===== src/verilog/motor_setup_pkg.sv =====
/*
 * shared constants for the motor serial setup port: word size, setup field
 * positions, reset values and the extended-setup field layout.
 * assumes nothing beyond a systemverilog compiler.
 */
package motor_setup_pkg;

  localparam int unsigned WORD_W = 16;

  // setup register field positions
  localparam int unsigned CFG_LSB      = 0;
  localparam int unsigned BLANK_AB_LSB = 3;
  localparam int unsigned BLANK_CD_LSB = 5;
  localparam int unsigned CONV_A_BIT   = 7;
  localparam int unsigned CONV_B_BIT   = 8;
  localparam int unsigned CONV_C_BIT   = 9;
  localparam int unsigned GAIN_AB_BIT  = 10;
  localparam int unsigned GAIN_CD_BIT  = 11;
  localparam int unsigned CONV_OSC_LSB = 12;
  localparam int unsigned MOT_OSC_LSB  = 14;

  // extended setup field positions
  localparam int unsigned MON_SEL_LSB   = 0;
  localparam int unsigned IGNORE_LSB    = 4;
  localparam int unsigned ORT_SUPPR_BIT = 8;

  localparam logic [15:0] SETUP_RESET = 16'h0000;
  localparam logic [15:0] EXT_RESET   = 16'h0000;
  localparam logic [15:0] PARAM_RESET = 16'h0000;

  // monitor selector codes for identifier readout
  localparam logic [3:0] MON_DEV_ID0 = 4'hC;
  localparam logic [3:0] MON_DEV_ID1 = 4'hD;
  localparam logic [3:0] MON_DEV_ID2 = 4'hE;
  localparam logic [3:0] MON_VEND_ID = 4'hF;

  // fixed stepper blanking, in eighths of the chopping period
  localparam logic [3:0] STEP_BLANK_EIGHTHS = 4'h5;

  typedef enum logic [2:0] {
    CFG_DUAL_STEPPER,
    CFG_STEPPER_LARGE_DC,
    CFG_STEPPER_TWO_SMALL_DC,
    CFG_LARGE_DC_TWO_SMALL_DC,
    CFG_TWO_LARGE_DC,
    CFG_FOUR_SMALL_DC,
    CFG_LARGE_STEPPER,
    CFG_ULTRA_LARGE_DC
  } bridge_cfg_e;

endpackage : motor_setup_pkg


===== src/verilog/serial_port_rx.sv =====
/*
 * one three-wire serial receiver: synchronises clock, data and strobe,
 * shifts data on the falling clock edge, pulses on the strobe rising edge.
 * assumes the pins are asynchronous to ref_clk and much slower than it.
 */
`timescale 1ns/1ps
module serial_port_rx #(
  parameter int unsigned W = 16
) (
  input  wire logic         ref_clk,
  input  wire logic         rst_n,
  input  wire logic         clk_en,
  input  wire logic         ser_clk,
  input  wire logic         ser_data,
  input  wire logic         strobe,
  output logic [W-1:0]      word_r,
  output logic              select_r,
  output logic              latch_r
);
  logic [1:0] clk_sy_r;
  logic [1:0] dat_sy_r;
  logic [1:0] stb_sy_r;
  logic       clk_prev_r;
  logic       stb_prev_r;
  logic [W-1:0] shift_r;

  always_ff @(posedge ref_clk or negedge rst_n) begin
    if (!rst_n) begin
      clk_sy_r   <= 2'h0;
      dat_sy_r   <= 2'h0;
      stb_sy_r   <= 2'h0;
      clk_prev_r <= 1'b0;
      stb_prev_r <= 1'b0;
    end else if (clk_en) begin
      clk_sy_r   <= {clk_sy_r[0], ser_clk};
      dat_sy_r   <= {dat_sy_r[0], ser_data};
      stb_sy_r   <= {stb_sy_r[0], strobe};
      clk_prev_r <= clk_sy_r[1];
      stb_prev_r <= stb_sy_r[1];
    end
  end

  // shift on falling edge
  always_ff @(posedge ref_clk or negedge rst_n) begin
    if (!rst_n) begin
      shift_r <= '0;
    end else if (clk_en && clk_prev_r && !clk_sy_r[1]) begin
      shift_r <= {shift_r[W-2:0], dat_sy_r[1]};
    end
  end

  // strobe rising edge only
  always_ff @(posedge ref_clk or negedge rst_n) begin
    if (!rst_n) begin
      word_r   <= '0;
      select_r <= 1'b0;
      latch_r  <= 1'b0;
    end else if (clk_en) begin
      latch_r <= stb_sy_r[1] && !stb_prev_r;
      if (stb_sy_r[1] && !stb_prev_r) begin
        // select sampled at strobe
        word_r   <= shift_r;
        select_r <= dat_sy_r[1];
      end
    end
  end
endmodule : serial_port_rx


===== src/verilog/motor_serial_setup_port.sv =====
/*
 * two independent serial setup ports for a four-bridge motor driver.
 * port one holds setup and extended setup (written in sleep) and the
 * first-pair stepper word; port two holds the second-pair stepper word.
 * assumes pins are asynchronous; protection flags are live levels from
 * the analog side; identifiers are arbitrary parameters.
 */
`timescale 1ns/1ps

// Functional notes
// sixteen bits shift in on falling clock
// strobe rise latches whole word at once
// strobe level ignored, only rising edge counts
// two independent ports, one per bridge pair
// configuration only via first port in sleep
// host raises sleep input before driving motors
// host sets up after reset output high
// sleep low: outputs off, parameters cleared
// sleep assertion shuts drive down immediately; here drive_enable_r falls three ref_clk cycles later
// data low at strobe selects setup register
// data high at strobe selects extended setup
// extended setup: monitor, ignore faults, suppress reset
// identifiers readable on monitor, four select bits
// bits 2..0 select bridge configuration
// blanking fields per side, eighths of period
// dc blanking at phase change, chop start
// stepper uses fixed blanking, fields ignored
// bits 7..9 switch converters, 1 off
// channel three switch ignored when strap high
// bits 10,11 choose current-sense gain
// bits 13:12 converter oscillator, live change allowed; here the setup word is written only in sleep
// bits 15:14 motor oscillator frequency
// select sampled at strobe, first bit msb
module motor_serial_setup_port
  import motor_setup_pkg::*;
#(
  parameter logic [2:0] DEVICE_ID = 3'h5,  // arbitrary value
  parameter logic       VENDOR_ID = 1'b1   // arbitrary value
) (
  input  wire logic                  ref_clk,
  input  wire logic                  rst_n,
  input  wire logic                  clk_en,
  input  wire logic                  serial_clock_first_pair,
  input  wire logic                  serial_data_first_pair,
  input  wire logic                  latch_strobe_first_pair,
  input  wire logic                  serial_clock_second_pair,
  input  wire logic                  serial_data_second_pair,
  input  wire logic                  latch_strobe_second_pair,
  input  wire logic                  sleep_setup_select_n,
  input  wire logic                  converter_mode_strap,
  input  wire logic [3:0]            fault_in,
  input  wire logic                  chop_start,
  input  wire logic                  phase_change,
  output logic [15:0]                motor_setup_config,
  output logic [15:0]                ext_setup_r,
  output motor_setup_pkg::bridge_cfg_e bridge_cfg_r,
  output logic [1:0]                 blanking_time_field_ab_r,
  output logic [1:0]                 blanking_time_field_cd_r,
  output logic [3:0]                 blank_eighths_ab_r,
  output logic [3:0]                 blank_eighths_cd_r,
  output logic                       blank_start_r,
  output logic                       converter_channel_first_r,
  output logic                       converter_channel_second_r,
  output logic                       converter_channel_third_r,
  output logic                       gain_ab_r,
  output logic                       gain_cd_r,
  output logic [1:0]                 converter_oscillator_field_r,
  output logic [1:0]                 motor_oscillator_field_r,
  output logic [15:0]                step_param_ab_r,
  output logic [15:0]                step_param_cd_r,
  output logic                       drive_enable_r,
  output logic                       monitor_out_r,
  output logic [3:0]                 shutdown_r,
  output logic                       reset_output_n
);
  import motor_setup_pkg::*;

  logic [WORD_W-1:0] word_ab;
  logic [WORD_W-1:0] word_cd;
  logic              sel_ab;
  logic              sel_cd;
  logic              latch_ab;
  logic              latch_cd;
  logic [1:0]        sleep_sy_r;
  logic [1:0]        strap_sy_r;
  logic [3:0]        fault_sy1_r;
  logic [3:0]        fault_sy2_r;
  logic [1:0]        edge_sy1_r;
  logic [1:0]        edge_sy2_r;
  logic [1:0]        edge_prev_r;
  logic [3:0]        fault_latch_r;
  logic              sleep_n;
  logic              strap;
  logic              dc_ab;
  logic              dc_cd;

  // separate receivers per pair
  serial_port_rx #(.W(WORD_W)) u_rx_ab (
    .ref_clk  (ref_clk),
    .rst_n    (rst_n),
    .clk_en   (clk_en),
    .ser_clk  (serial_clock_first_pair),
    .ser_data (serial_data_first_pair),
    .strobe   (latch_strobe_first_pair),
    .word_r   (word_ab),
    .select_r (sel_ab),
    .latch_r  (latch_ab)
  );

  serial_port_rx #(.W(WORD_W)) u_rx_cd (
    .ref_clk  (ref_clk),
    .rst_n    (rst_n),
    .clk_en   (clk_en),
    .ser_clk  (serial_clock_second_pair),
    .ser_data (serial_data_second_pair),
    .strobe   (latch_strobe_second_pair),
    .word_r   (word_cd),
    .select_r (sel_cd),
    .latch_r  (latch_cd)
  );

  // two-flop synchronisers for every pin input
  always_ff @(posedge ref_clk or negedge rst_n) begin
    if (!rst_n) begin
      sleep_sy_r  <= 2'h0;
      strap_sy_r  <= 2'h3;
      fault_sy1_r <= 4'h0;
      fault_sy2_r <= 4'h0;
      edge_sy1_r  <= 2'h0;
      edge_sy2_r  <= 2'h0;
      edge_prev_r <= 2'h0;
    end else if (clk_en) begin
      sleep_sy_r  <= {sleep_sy_r[0], sleep_setup_select_n};
      strap_sy_r  <= {strap_sy_r[0], converter_mode_strap};
      fault_sy1_r <= fault_in;
      fault_sy2_r <= fault_sy1_r;
      edge_sy1_r  <= {phase_change, chop_start};
      edge_sy2_r  <= edge_sy1_r;
      edge_prev_r <= edge_sy2_r;
    end
  end

  // only the second flops are read by logic
  assign sleep_n = sleep_sy_r[1];
  assign strap   = strap_sy_r[1];

  // setup and extended setup, first port only, in sleep
  always_ff @(posedge ref_clk or negedge rst_n) begin
    if (!rst_n) begin
      motor_setup_config <= SETUP_RESET;
      ext_setup_r        <= EXT_RESET;
    end else if (clk_en && latch_ab && !sleep_n) begin
      // only first port in sleep
      if (!sel_ab) begin
        // data low selects setup
        motor_setup_config <= word_ab;
      end else begin
        // data high selects extended
        ext_setup_r <= word_ab;
      end
    end
  end

  // stepper parameter words, one per pair
  always_ff @(posedge ref_clk or negedge rst_n) begin
    if (!rst_n) begin
      step_param_ab_r <= PARAM_RESET;
      step_param_cd_r <= PARAM_RESET;
    end else if (clk_en) begin
      if (!sleep_n) begin
        // parameters cleared in sleep
        step_param_ab_r <= PARAM_RESET;
        step_param_cd_r <= PARAM_RESET;
      end else begin
        // whole word latched at once
        if (latch_ab) begin
          step_param_ab_r <= word_ab;
        end
        if (latch_cd) begin
          step_param_cd_r <= word_cd;
        end
      end
    end
  end

  // drive enable follows sleep
  always_ff @(posedge ref_clk or negedge rst_n) begin
    if (!rst_n) begin
      drive_enable_r <= 1'b0;
    end else if (clk_en) begin
      drive_enable_r <= sleep_n;
    end
  end

  // decoded setup fields
  always_ff @(posedge ref_clk or negedge rst_n) begin
    if (!rst_n) begin
      bridge_cfg_r                 <= CFG_DUAL_STEPPER;
      blanking_time_field_ab_r     <= 2'h0;
      blanking_time_field_cd_r     <= 2'h0;
      converter_channel_first_r    <= 1'b1;
      converter_channel_second_r   <= 1'b1;
      converter_channel_third_r    <= 1'b1;
      gain_ab_r                    <= 1'b0;
      gain_cd_r                    <= 1'b0;
      converter_oscillator_field_r <= 2'h0;
      motor_oscillator_field_r     <= 2'h0;
    end else if (clk_en) begin
      // bridge configuration
      bridge_cfg_r <= bridge_cfg_e'(motor_setup_config[CFG_LSB +: 3]);
      // per-side blanking fields
      blanking_time_field_ab_r <= motor_setup_config[BLANK_AB_LSB +: 2];
      blanking_time_field_cd_r <= motor_setup_config[BLANK_CD_LSB +: 2];
      // 0 keeps channel on
      converter_channel_first_r  <= !motor_setup_config[CONV_A_BIT];
      converter_channel_second_r <= !motor_setup_config[CONV_B_BIT];
      // strap high forces channel on
      converter_channel_third_r  <= strap || !motor_setup_config[CONV_C_BIT];
      // sense gain selects
      gain_ab_r <= motor_setup_config[GAIN_AB_BIT];
      gain_cd_r <= motor_setup_config[GAIN_CD_BIT];
      // converter oscillator, live
      converter_oscillator_field_r <= motor_setup_config[CONV_OSC_LSB +: 2];
      // motor oscillator select
      motor_oscillator_field_r <= motor_setup_config[MOT_OSC_LSB +: 2];
    end
  end

  // field code to eighths of the chopping period
  function automatic logic [3:0] blank_eighths(input logic [1:0] f);
    case (f)
      2'h0:    blank_eighths = 4'h5;
      2'h1:    blank_eighths = 4'h6;
      2'h2:    blank_eighths = 4'h3;
      default: blank_eighths = 4'h4;
    endcase
  endfunction : blank_eighths

  // dc pairs per configuration (ab uses dc in modes 3,4,5,7)
  always_comb begin
    case (bridge_cfg_r)
      CFG_LARGE_DC_TWO_SMALL_DC, CFG_TWO_LARGE_DC, CFG_FOUR_SMALL_DC,
      CFG_ULTRA_LARGE_DC: dc_ab = 1'b1;
      default:            dc_ab = 1'b0;
    endcase
    case (bridge_cfg_r)
      CFG_DUAL_STEPPER, CFG_LARGE_STEPPER: dc_cd = 1'b0;
      default:                             dc_cd = 1'b1;
    endcase
  end

  always_ff @(posedge ref_clk or negedge rst_n) begin
    if (!rst_n) begin
      blank_eighths_ab_r <= STEP_BLANK_EIGHTHS;
      blank_eighths_cd_r <= STEP_BLANK_EIGHTHS;
      blank_start_r      <= 1'b0;
    end else if (clk_en) begin
      // stepper fixed blanking
      blank_eighths_ab_r <= dc_ab ? blank_eighths(blanking_time_field_ab_r)
                                  : STEP_BLANK_EIGHTHS;
      blank_eighths_cd_r <= dc_cd ? blank_eighths(blanking_time_field_cd_r)
                                  : STEP_BLANK_EIGHTHS;
      // blank at phase or chop
      blank_start_r <= (dc_ab || dc_cd) && |(edge_sy2_r & ~edge_prev_r);
    end
  end

  // latched faults, ignore masks, reset suppress
  always_ff @(posedge ref_clk or negedge rst_n) begin
    if (!rst_n) begin
      fault_latch_r <= 4'h0;
      shutdown_r    <= 4'h0;
    end else if (clk_en) begin
      if (!sleep_n) begin
        // live faults still set while sleep clears the latch
        fault_latch_r <= fault_sy2_r;
      end else begin
        fault_latch_r <= fault_latch_r | fault_sy2_r;
      end
      shutdown_r <= fault_latch_r & ~ext_setup_r[IGNORE_LSB +: 4];
    end
  end

  // suppress bit holds reset output high
  assign reset_output_n = !(|shutdown_r) || ext_setup_r[ORT_SUPPR_BIT];

  // monitor selector with identifiers
  always_ff @(posedge ref_clk or negedge rst_n) begin
    if (!rst_n) begin
      monitor_out_r <= 1'b0;
    end else if (clk_en) begin
      case (ext_setup_r[MON_SEL_LSB +: 4])
        4'h1:        monitor_out_r <= fault_latch_r[0];
        4'h2:        monitor_out_r <= fault_latch_r[1];
        4'h3:        monitor_out_r <= fault_latch_r[2];
        4'h4:        monitor_out_r <= fault_latch_r[3];
        MON_DEV_ID0: monitor_out_r <= DEVICE_ID[0];
        MON_DEV_ID1: monitor_out_r <= DEVICE_ID[1];
        MON_DEV_ID2: monitor_out_r <= DEVICE_ID[2];
        MON_VEND_ID: monitor_out_r <= VENDOR_ID;
        default:     monitor_out_r <= 1'b0;
      endcase
    end
  end
endmodule : motor_serial_setup_port


===== config.mk =====
export PLATFORM = sky130hd
export DESIGN_NAME = motor_serial_setup_port
export DESIGN_NICKNAME = d
export VERILOG_FILES = /design/src/verilog/motor_setup_pkg.sv /design/src/verilog/serial_port_rx.sv /design/src/verilog/motor_serial_setup_port.sv
export SDC_FILE = /design/constraint.sdc
export NUM_CORES = 1
export LEC_CHECK = 0
export BUFFER_PORTS_ARGS = -buffer_cell sky130_fd_sc_hd__buf_2
export CORE_MARGIN = 5
export CORE_UTILIZATION = 34
export DETAILED_ROUTE_END_ITERATION = 12
export PLACE_DENSITY = 0.51
export SLEW_MARGIN = 15
export SYNTH_ARGS = -nofsm -noshare
export SYNTH_HDL_FRONTEND = slang
export SYNTH_SLANG_ARGS = --single-unit

===== constraint.sdc =====
create_clock -name ref_clk -period 1.7 [get_ports ref_clk]
set_clock_uncertainty 0.05 [all_clocks]
set_input_delay 0.34 -clock ref_clk [delete_from_list [all_inputs] [get_ports ref_clk]]
set_output_delay 0.34 -clock ref_clk [all_outputs]
set_load 0.005 [all_outputs]

======== Yosys cells after proc, flatten, opt, wreduce, memory -nomap -nowiden ========
Index checks and enable logic that the tools add are counted.
word-level totals
  register bits after elaboration ......... 200
  logic and storage cells ................. 116
operators by class
  equal/unequal tests ..................... 18
  muxes and demuxes ....................... 12
  bitwise gates (word level) .............. 6
  reductions and logical operators ........ 35
operator list
  kind                                                    number
  2-to-1 mux 16 bit                                       4
  case mux 3 bit (3 select lines)                         2
  equality test 3 bit (second input constant)             4
  equality test 4 bit (second input constant)             3
  2-to-1 mux 4 bit                                        3
  AND reduction 2 bit                                     6
  logical AND 1 bit                                       9
  zero test 1 bit                                         9
  equality test 4 x 2 -> 1 bit (second input constant)    2
  OR reduction 4 bit                                      2
  case mux 1 bit (5 select lines)                         1
  bitwise AND 4 bit                                       1
  equality test 2 x 1 -> 1 bit (second input constant)    2
  equality test 2 bit (second input constant)             2
  equality test 4 x 1 -> 1 bit (second input constant)    1
  equality test 4 x 3 -> 1 bit (second input constant)    1
  zero test 2 bit                                         2
  inequality test 2 x 1 -> 1 bit (second input constant)  2
  inverter 4 bit                                          1
  bitwise OR 4 bit                                        1
  OR reduction 2 bit                                      2
  equality test 3 x 2 -> 1 bit (second input constant)    1
  zero test 3 bit                                         1
  logical OR 1 bit                                        3
  5 further kinds                                         6

======== Logic depth before layout (Yosys ltp) ========
Gate-level depths: netlist of run 1.
  depth after elaboration ................. 5
  gate-level depth with buffers ........... 5
  gate-level depth less buffers ........... 4

======== By module ========
Synthesis of run 1 repeated with hierarchy kept, for this count alone.
second synthesis, totals
  cells, all modules ...................... 564
  area total of the unflattened synthesis .. 8020.2 µm²
modules (own cells, without submodules)
  module                   instances  cells an instance  area an instance (µm²)
  motor_serial_setup_port  1          384                4849.7
  serial_port_rx           2          90                 1585.3

======== Worst setup path before layout of run 1 ========
Ideal clock, no wire load.
  path type ............................... register -> register
  from .................................... reg sleep_sy_r[1]
  to ...................................... reg motor_setup_config[10]
  library setup time ...................... 0.125 ns
  data arrival time ....................... 1.359 ns
  path slack .............................. 0.166 ns
  cell stages (with the launch flop) ...... 5
  period minus slack after synthesis ...... 1.534 ns
  path through ............................ dfrtp_1 nand2b_1 nor3_4 buf_6 mux2_2
between the ends
  cells in the longest elaborated chain, start to end .. 3
ends and longest elaborated chain
  item                                  RTL line                        RTL
  start: declaration                    motor_serial_setup_port.sv:84   logic [1:0] sleep_sy_r;
  start signal: assignment              motor_serial_setup_port.sv:133  sleep_sy_r <= {sleep_sy_r[0], sleep_setup_select_n};
  zero test 1 bit                       -
  logical AND 1 bit                     motor_serial_setup_port.sv:152  end else if (clk_en && latch_ab && !sleep_n) begin
  AND reduction 2 bit (no source line)  -
  end signal: assignment                motor_serial_setup_port.sv:156  motor_setup_config <= word_ab;
  end: declaration                      motor_serial_setup_port.sv:54   output logic [15:0] motor_setup_config,
Every way passes these cells.
A chain may end at the register's enable or synchronous reset.

======== Worst setup path in the final report of run 1 ========
  from .................................... reg shutdown_r[3]
  to ...................................... out reset_output_n
between the ends
  cells in the longest elaborated chain, start to end .. 3
ends and longest elaborated chain
  item                      RTL line                        RTL
  start: declaration        motor_serial_setup_port.sv:73   output logic [3:0] shutdown_r,
  start signal: assignment  motor_serial_setup_port.sv:280  shutdown_r <= fault_latch_r & ~ext_setup_r[IGNORE_LSB +: 4];
  OR reduction 4 bit        motor_serial_setup_port.sv:285  assign reset_output_n = !(|shutdown_r) || ext_setup_r[ORT_SUPPR_BIT];
  zero test 1 bit           motor_serial_setup_port.sv:285
  logical OR 1 bit          motor_serial_setup_port.sv:285
  end: declaration          motor_serial_setup_port.sv:74   output logic reset_output_n
Every way passes these cells.

==> results.toml, run 1 <==
[run_status]
status = "finished, final reports clean"

[timing]
slew_headroom_pct = 52.0
hold_viol = 0
final.setup.tns_ns = 0
rsz0062_at_grt = "no"
worst_pin_slew_ns = 0.720
fmax_mhz = 639
period_needed_ns = 1.56
setup_ws_ns = 0.135
finalSetupViolations = 0
drv_slew = 0
fin_crit_sh_pct = 92.1

[clock_network]
ctsResizeCount = 0
clockBufferDepth = 2
cts_root_buffer = "clkbuf_16"
cts_sinks = 198
cts_buffers = 17
cts_tree = "done"
clkTransAtPathRegs_ns = 0.07
cts-htree-levels = 4
clock_latency_ns = 0.42

[place]
place_inst = 976
port_buffers = 110
place_hpwl_mm = 11.7
gp_congestion = 0.733
post-place-ws_ns = -0.00756

[worst_setup_path]
path_cells = "inv_1 -> a41o_1 -> buf_2"
cpPeakStageDelay_ns = 0.36
critPathCaptureType = "output port"
crit_cells = 3
reg2reg_from = "sleep_sy_r[1]"
cp_max_fo = 2
ff2ff_path_depth = 4
crit_type = "reg2out"
critPathSlowestCell = "dfrtp_1"
setup.worst_path.start_class = "register"
worstPathArrival_ns = 1.17
path_buf_inv = 2
required_ns = 1.31
cpLargestDelayFamily = "flip-flops"
crit_start = "shutdown_r[3]"

[logic_synthesis]
synthCells = 560
synth_top_area_share_pct = 59.9
netlist.top_cell.by_area = "dfrtp_1"
syn-cell-area_um2 = 7890
yosysSeqAreaShare_pct = 62.9
yosys_warnings = 0
yosysUniqueCellTypes = 37
synthTopCellsByArea = "dfrtp_1 (60%), mux2_2 (20%), a22oi_1 (3.0%)"
post_synth.cell_area_avg_um2 = 14.1
synth-seq-cells = 198

[floorplan]
num_rows = 55
fp.coreArea_um2 = 22800
die_area_um2 = 26400
start_util_pct = 34.6
fp.dieH_um = 162
die_w_um = 162
ios = 113

[route]
drt_first_pass_iters = 4
highest_layer = "met4"
avgViaCountPerCell = 4.78
drtAntennaViolNets = 0
met3WireLength_um = 997
dr_wl_met2_mm = 8.11
route.vias.total = 4825
wl_met1_mm = 7.80
wirelength_mm = 17.2
wl_per_cell_um = 17.0
first_iter_violations = 280
drc = 0

[worst_hold_path]
hp-start = "fault_in[2]"
hold_class = "in2reg"
whs_path_depth = 2

[flow_run]
drv_cap = 0

[global_routing]
track_usage_pct = 13.4
first_global_vias = 5027
gr-total-overflow = 0
grt_max_degree = 77
antenna_found_initial = 0
grt_pass1_wl_mm = 28.0

[layout]
nets = 708
syn_to_final_growth_pct = 21.8
layout-drive-gt1-share_pct = 46.0
finalNonFillerCells = 1009
diodes = 0

[pwr]
switching_share_pct = 27.6
pwr-share-seq_pct = 49.8
leakagePower_uw = 0.00467
powerDensity_nw_per_um2 = 1320
p_sw_uw = 3520
combPwrFrac_pct = 17.0
p_int_uw = 9200
clkPwrFrac_pct = 33.2
ir_drop_mv = 0.609
-- kinds of logic after synthesis --
kind of cell	after synthesis	synth area share [%]
AOI/OAI and AO/OA	98	8.39
xor gates and xnor gates	1	0.111
adders and majority gates	8	1.27
buffers and inverters	81	4.36
DFF	198	62.9
muxes	141	20.1
other	1	0.0475
and+or+nand+nor	32	2.82
-- metrics by stage --
step                total power [µW]  hold WS, ns  util [%]  cell area, µm²
floorplan                       7540     -0.00559         -            7900
global placement                8530        0.257      39.4            8980
detailed placement              8630        0.262      39.4            8980
CTS                            12900       0.0671      42.2            9610
global route                   13400       0.0760      42.2            9610
finish                         12700       0.0866      42.2            9610
-- cell type report --
cell class                 instances  area (µm²)
fill                            2095       13200
sequential                       198        4970
multi-input combinational        282        2580
timing repair buffer             134         857
clock buffer                      20         457
tap                              313         392
inverter                          50         188
clock inverter                    12         165
-- what timing repair did --
| action | CTS | global route |
|---|---|---|
| hold buffers | 1 | 0 |
| hold endpoints to repair | 36 | 0 |
| setup buffers | 0 | 0 |
-- final timing paths --
check | endpoint | slack, ns
max | reset_output_n | 0.14
min | fault_sy1_r[2] | 0.09
max reg2reg | motor_setup_config[1] | 0.15
min reg2reg | converter_channel_second_r | 0.40
max in group asynchronous | converter_channel_second_r | 0.60
min in group asynchronous | ext_setup_r[10] | 0.35
-- state kept, by name, summed over array words and instances, names as in the netlist, 3 cells and up --
name,flops
fault_sy1_r,4
step_param_ab_r,16
fault_sy2_r,4
bridge_cfg_r,3
ext_setup_r,16
blank_eighths_cd_r,3
step_param_cd_r,16
u_rx_cd.word_r,16
blank_eighths_ab_r,3
motor_setup_config,16
u_rx_cd.shift_r,16
shutdown_r,4
u_rx_ab.shift_r,16
u_rx_ab.word_r,16
fault_latch_r,4
-- metal layers --
metal	global-route usage (%)	vias to the layer above
li1	-	2233
met1	18.0	2459
met2	20.9	115
met3	3.75	18
met4	4.38	0
met5	0	-
-- synth_stat cells --
cell	n
buf_6	2
conb_1	1
o221ai_1	1
a22oi_1	32
o21ai_0	15
nand4_4	1
ha_1	8
a2111o_1	1
dfrtp_1	189
nand2b_1	2
inv_2	1
clkbuf_1	12
nand3b_2	3
and2_1	2
nor2_1	6
a21oi_1	1
mux2_2	138
nand3_1	1
buf_4	2
nor3_4	1
clkinv_1	2
o21bai_1	2
a41o_1	1
a22o_1	4
o22ai_1	33
a31oi_1	6
inv_1	47
nor2b_1	3
a31o_2	2
mux2i_1	3
dfstp_2	9
nand3b_4	1
buf_1	1
nand2_1	8
buf_2	14
nand3b_1	4
xnor2_1	1
-- power by group through the flow --
stage               Clock, µW  Combinational (µW)  Sequential, µW
finish                   4220                2160            6340
detailed placement          0                2190            6440
global placement            0                2140            6390
CTS                      4350                2210            6360
floorplan                   0                1340            6190
global route             4520                2410            6460
-- placed cells by master (no fill, tap or decap), types with 6 or more instances in the layout --
| cell type | n |
|---|---|
| ha_1 | 8 |
| clkbuf_16 | 17 |
| buf_4 | 15 |
| buf_12 | 9 |
| o22ai_1 | 33 |
| mux2_2 | 138 |
| dfrtp_1 | 189 |
| a31oi_1 | 6 |
| dfstp_2 | 9 |
| nor2_1 | 6 |
| nand2_1 | 8 |
| o21ai_0 | 15 |
| buf_2 | 108 |
| inv_1 | 47 |
| a22oi_1 | 32 |
-- worst register-to-register path: stages, from the launching register on --
cell      delay (ns)
dfrtp_1         0.39
nand2b_1        0.22
nor3_4          0.22
buf_12          0.21
mux2_2          0.35
Note: power is estimated with default switching activity, not from simulation.
==> run 2: changes to the inputs <==
- BUFFER_PORTS_ARGS: -buffer_cell sky130_fd_sc_hd__buf_2 -> -buffer_cell sky130_fd_sc_hd__clkbuf_2
==> run 2 against run 1 <==
Against the previous run:
- sequential power about the same
- largest cell class unchanged
- clock power decreased by 8.8%
- combinational power about the same
- critical path type unchanged
- count of clock-buffer cells in the layout decreased by 1
==> results.toml, run 2 (synthesis gave the netlist of run 1 again) <==
[route]
wl_met1_mm = 7.68
wirelength_mm = 17.0
first_iter_violations = 250
drt_first_pass_iters = 4
drtAntennaViolNets = 0
drc = 0
highest_layer = "met4"
avgViaCountPerCell = 4.78
dr_wl_met2_mm = 8.18
wl_per_cell_um = 16.9
met3WireLength_um = 902
route.vias.total = 4792

[timing]
slew_headroom_pct = 50.6
drv_slew = 0
finalSetupViolations = 0
rsz0062_at_grt = "no"
period_needed_ns = 1.57
hold_viol = 0
final.setup.tns_ns = 0
fmax_mhz = 635
fin_crit_sh_pct = 92.6
worst_pin_slew_ns = 0.742

[pwr]
p_int_uw = 8760
clkPwrFrac_pct = 31.2
switching_share_pct = 29.0
pwr-share-seq_pct = 51.5
leakagePower_uw = 0.00456
ir_drop_mv = 0.702
powerDensity_nw_per_um2 = 1300
p_sw_uw = 3580
combPwrFrac_pct = 17.4

[layout]
layout-drive-gt1-share_pct = 45.6
syn_to_final_growth_pct = 20.5
final_common_cell = "dfrtp_1"
final_cell_area_um2 = 9510
fillers = 2127
nets = 701
utilization_pct = 41.8
layout_common_cells = "dfrtp_1 (189), mux2_2 (138), clkbuf_2 (108), inv_1 (47), o22ai_1 (33)"
diodes = 0

[clock_network]
cts_tree = "done"
clock_latency_ns = 0.43
ctsResizeCount = 0
clkTransAtPathRegs_ns = 0.07
cts_buffers = 17
cts_root_buffer = "clkbuf_16"
cts_sinks = 198
cts-htree-levels = 4
clockBufferDepth = 2

[worst_hold_path]
hold_class = "in2reg"

[worst_setup_path]
required_ns = 1.31
setup.worst_path.start_class = "register"
cp_max_fo = 2
worstPathArrival_ns = 1.18
crit_type = "reg2out"
critPathCaptureType = "output port"

[place]
port_buffers = 110
place_hpwl_mm = 11.6
post_dp_cell_area_um2 = 8940
gp_congestion = 0.723

[floorplan]
fp.dieH_um = 162
start_util_pct = 34.6
die_area_um2 = 26400
fp.coreArea_um2 = 22800
die_w_um = 162
ios = 113
num_rows = 55

[global_routing]
gr-total-overflow = 0
grt_max_degree = 53
grt_pass1_wl_mm = 28.4
first_global_vias = 5100
track_usage_pct = 13.5
antenna_found_initial = 0

[run_status]
status = "finished, final reports clean"

[flow_run]
drv_cap = 0
-- run 2: cell count changes in the layout (fill, tap and decap cells not counted), moves of 2 or more --
cell	delta
buf_2	-108
buf_4	-8
clkinvlp_4	-2
clkinv_4	+3
inv_6	+4
clkbuf_2	+108
bufinv_16	-3
-- run 2: timing repair --
| item | CTS | global route |
|---|---|---|
| buffers inserted | 0 | 0 |
| endpoints found under the hold margin | 26 | 0 |
| hold buffers | 1 | 0 |
-- run 2: critical path, stage by stage, from the launching register on --
cell	delay, ns
dfrtp_1	0.37
inv_1	0.06
a41o_1	0.23
clkbuf_2	0.11
-- run 2: worst paths after layout --
| check | from | end | slack [ns] | cells after the start |
|---|---|---|---|---|
| min reg2reg | motor_setup_config[7] | converter_channel_first_r | 0.41 | 1 |
| max in group asynchronous | rst_n | blank_eighths_ab_r[2] | 0.69 | 3 |
| max | shutdown_r[2] | reset_output_n | 0.13 | 3 |
| min in group asynchronous | rst_n | motor_setup_config[10] | 0.31 | 2 |
| min | fault_in[3] | fault_sy1_r[3] | 0.08 | 2 |
| max reg2reg | u_rx_ab.latch_r | step_param_ab_r[8] | 0.18 | 3 |
-- run 2: cell type report --
| type | count | area, µm² | share of cell area [%] |
|---|---|---|---|
| clock inverters | 13 | 110 | 1.16 |
| multi-input cells | 282 | 2580 | 27.2 |
| well taps | 313 | 392 | 4.12 |
| clock buffers | 19 | 453 | 4.76 |
| flip-flops and latches | 198 | 4970 | 52.2 |
| repair buffers | 127 | 817 | 8.59 |
| inverters | 50 | 188 | 1.97 |
-- run 2: power by group through the flow --
stage,combinational (µW),sequential [µW],clock [µW]
after global placement,2130,6410,0
final,2140,6350,3850
after CTS,2200,6370,3980
after detailed placement,2180,6450,0
after global routing,2390,6490,4160
after floorplan,1340,6190,0
-- run 2: metal layers --
metal | vias to the layer above | GRT usage (%)
met5 | - | 0
met4 | 0 | 3.81
met3 | 15 | 4.25
met2 | 77 | 21.5
met1 | 2494 | 18.0
li1 | 2206 | -
-- run 2: stage by stage --
step | cells | worst slack, ns | power [µW] | hold slack, ns
3_5_place_dp | 969 | -0.0344 | 8640 | 0.213
5_1_grt | 1002 | 0.0124 | 13000 | 0.0669
2_1_floorplan | 561 | 0.166 | 7540 | -0.00559
6_report | 1002 | 0.126 | 12300 | 0.0828
3_3_place_gp | 969 | 0.0460 | 8530 | 0.212
4_1_cts | 1002 | 0.0937 | 12500 | 0.0618
==> run 3: changes to the inputs <==
- CORE_MARGIN: 5 -> default
==> run 3 against run 2 <==
Against the previous run:
- die area fell by 9.6%
- total power grew 1.2%
- critical path type unchanged
- largest power group unchanged
- maximum frequency increased by 1.8%
==> results.toml, run 3 (synthesis gave the netlist of run 1 again) <==
[route]
drtAntennaViolNets = 0
wl_per_cell_um = 16.6
drc = 0
first_iter_violations = 222
drt_first_pass_iters = 4
avgViaCountPerCell = 4.86
wirelength_mm = 16.2
route.vias.total = 4738

[global_routing]
grt_max_degree = 51
track_usage_pct = 14.4
gr-total-overflow = 0
first_global_vias = 4988
antenna_found_initial = 0
grt_pass1_wl_mm = 26.7

[place]
post_dp_cell_area_um2 = 8890
post-place-ws_ns = 0.0154
place_hpwl_mm = 11.0
port_buffers = 110
gp_congestion = 0.731

[worst_hold_path]
whs_path_depth = 2
hold_class = "in2reg"
hp-start = "serial_clock_first_pair"
min_to = "u_rx_ab.clk_sy_r[0]"

[layout]
final_common_cell = "dfrtp_1"
syn_to_final_growth_pct = 20.2
layout_common_cells = "dfrtp_1 (189), mux2_2 (138), clkbuf_2 (108), inv_1 (47), o22ai_1 (33)"
layout-drive-gt1-share_pct = 45.5
diodes = 0
nets = 704
final_cell_area_um2 = 9480
utilization_pct = 41.8

[clock_network]
cts_tree = "done"
cts_root_buffer = "clkbuf_16"
clkTransAtPathRegs_ns = 0.07
cts-htree-levels = 4
ctsResizeCount = 0
clockBufferDepth = 2
cts_sinks = 198
clock_latency_ns = 0.43
cts_buffers = 17
cts_setup_buffers = 0

[timing]
slew_headroom_pct = 57.2
worst_pin_slew_ns = 0.642
rsz0062_at_grt = "no"
final.setup.tns_ns = 0
finalSetupViolations = 0
fin_crit_sh_pct = 91.0
fmax_mhz = 647
period_needed_ns = 1.55
drv_slew = 0
hold_viol = 0
setup_ws_ns = 0.153

[worst_setup_path]
r2r_setup_slack_ns = 0.23
r2r-end = "motor_setup_config[8]"
ff2ff_path_depth = 4
crit_type = "reg2out"
required_ns = 1.31
critPathCaptureType = "output port"
reg2reg_from = "sleep_sy_r[1]"
cp_max_fo = 2
setup.worst_path.start_class = "register"
worstPathArrival_ns = 1.16

[pwr]
ir_drop_mv = 0.593
leakagePower_uw = 0.00458
powerDensity_nw_per_um2 = 1320

[flow_run]
drv_cap = 0

[floorplan]
die_area_um2 = 23800
die_w_um = 154
start_util_pct = 34.7
ios = 113
fp.dieH_um = 154
num_rows = 55
fp.coreArea_um2 = 22700

[run_status]
status = "finished, final reports clean"
## run 3: layout make-up
class | count | area (µm²)
fill | 2117 | 13200
sequential | 198 | 4970
multi-input combinational | 282 | 2580
timing repair buffer | 130 | 802
clock buffer | 21 | 470
tap | 285 | 357
inverter | 50 | 188
clock inverter | 9 | 116
## run 3: worst max-delay path, stage by stage, from the launching register on
cell and delay (ns):
dfrtp_1 0.35, inv_1 0.05, a41o_1 0.23, clkbuf_2 0.11
## run 3: per-stage QoR
stage | std cells | total power, µW | hold slack, ns
after floorplan | 561 | 7540 | -0.00559
after global placement | 944 | 8480 | 0.235
after detailed placement | 944 | 8590 | 0.240
after CTS | 975 | 12700 | 0.0774
after global routing | 975 | 13200 | 0.0723
final | 975 | 12500 | 0.0974
## run 3: how the worst max path moves through the flow
stage / from / end / slack, ns / depth (start not counted)
6_report: shutdown_r[2] / reset_output_n / 0.15 / 3
5_1_grt: shutdown_r[2] / reset_output_n / 0.08 / 3
4_1_cts: shutdown_r[2] / reset_output_n / 0.12 / 3
3_5_place_dp: clk_en / step_param_cd_r[13] / 0.02 / 5
3_3_place_gp: clk_en / step_param_cd_r[7] / 0.09 / 5
2_1_floorplan: sleep_sy_r[1] / motor_setup_config[10] / 0.17 / 4
## run 3: layer usage
layer | share of wire [%] | vias up | global-route usage (%)
met5 | 0 | - | 0
met1 | 47 | 2419 | 18.4
met2 | 48 | 94 | 23.5
met3 | 3.6 | 14 | 3.39
met4 | 1.6 | 0 | 5.70
li1 | - | 2211 | -
## run 3: repair_timing
| action | in CTS | in global routing |
|---|---|---|
| hold buffers | 1 | 0 |
| hold endpoints to repair | 34 | 0 |
| endpoints found under the setup margin | 0 | 0 |
## run 3: report_power, final
group / total (µW) / switching, µW / leakage, µW / internal, µW
clock network: 4040 / 1740 / 0.000287 / 2290
logic: 2130 / 952 / 0.00170 / 1170
registers: 6330 / 737 / 0.00259 / 5590
total: 12500 / 3430 / 0.00458 / 9050
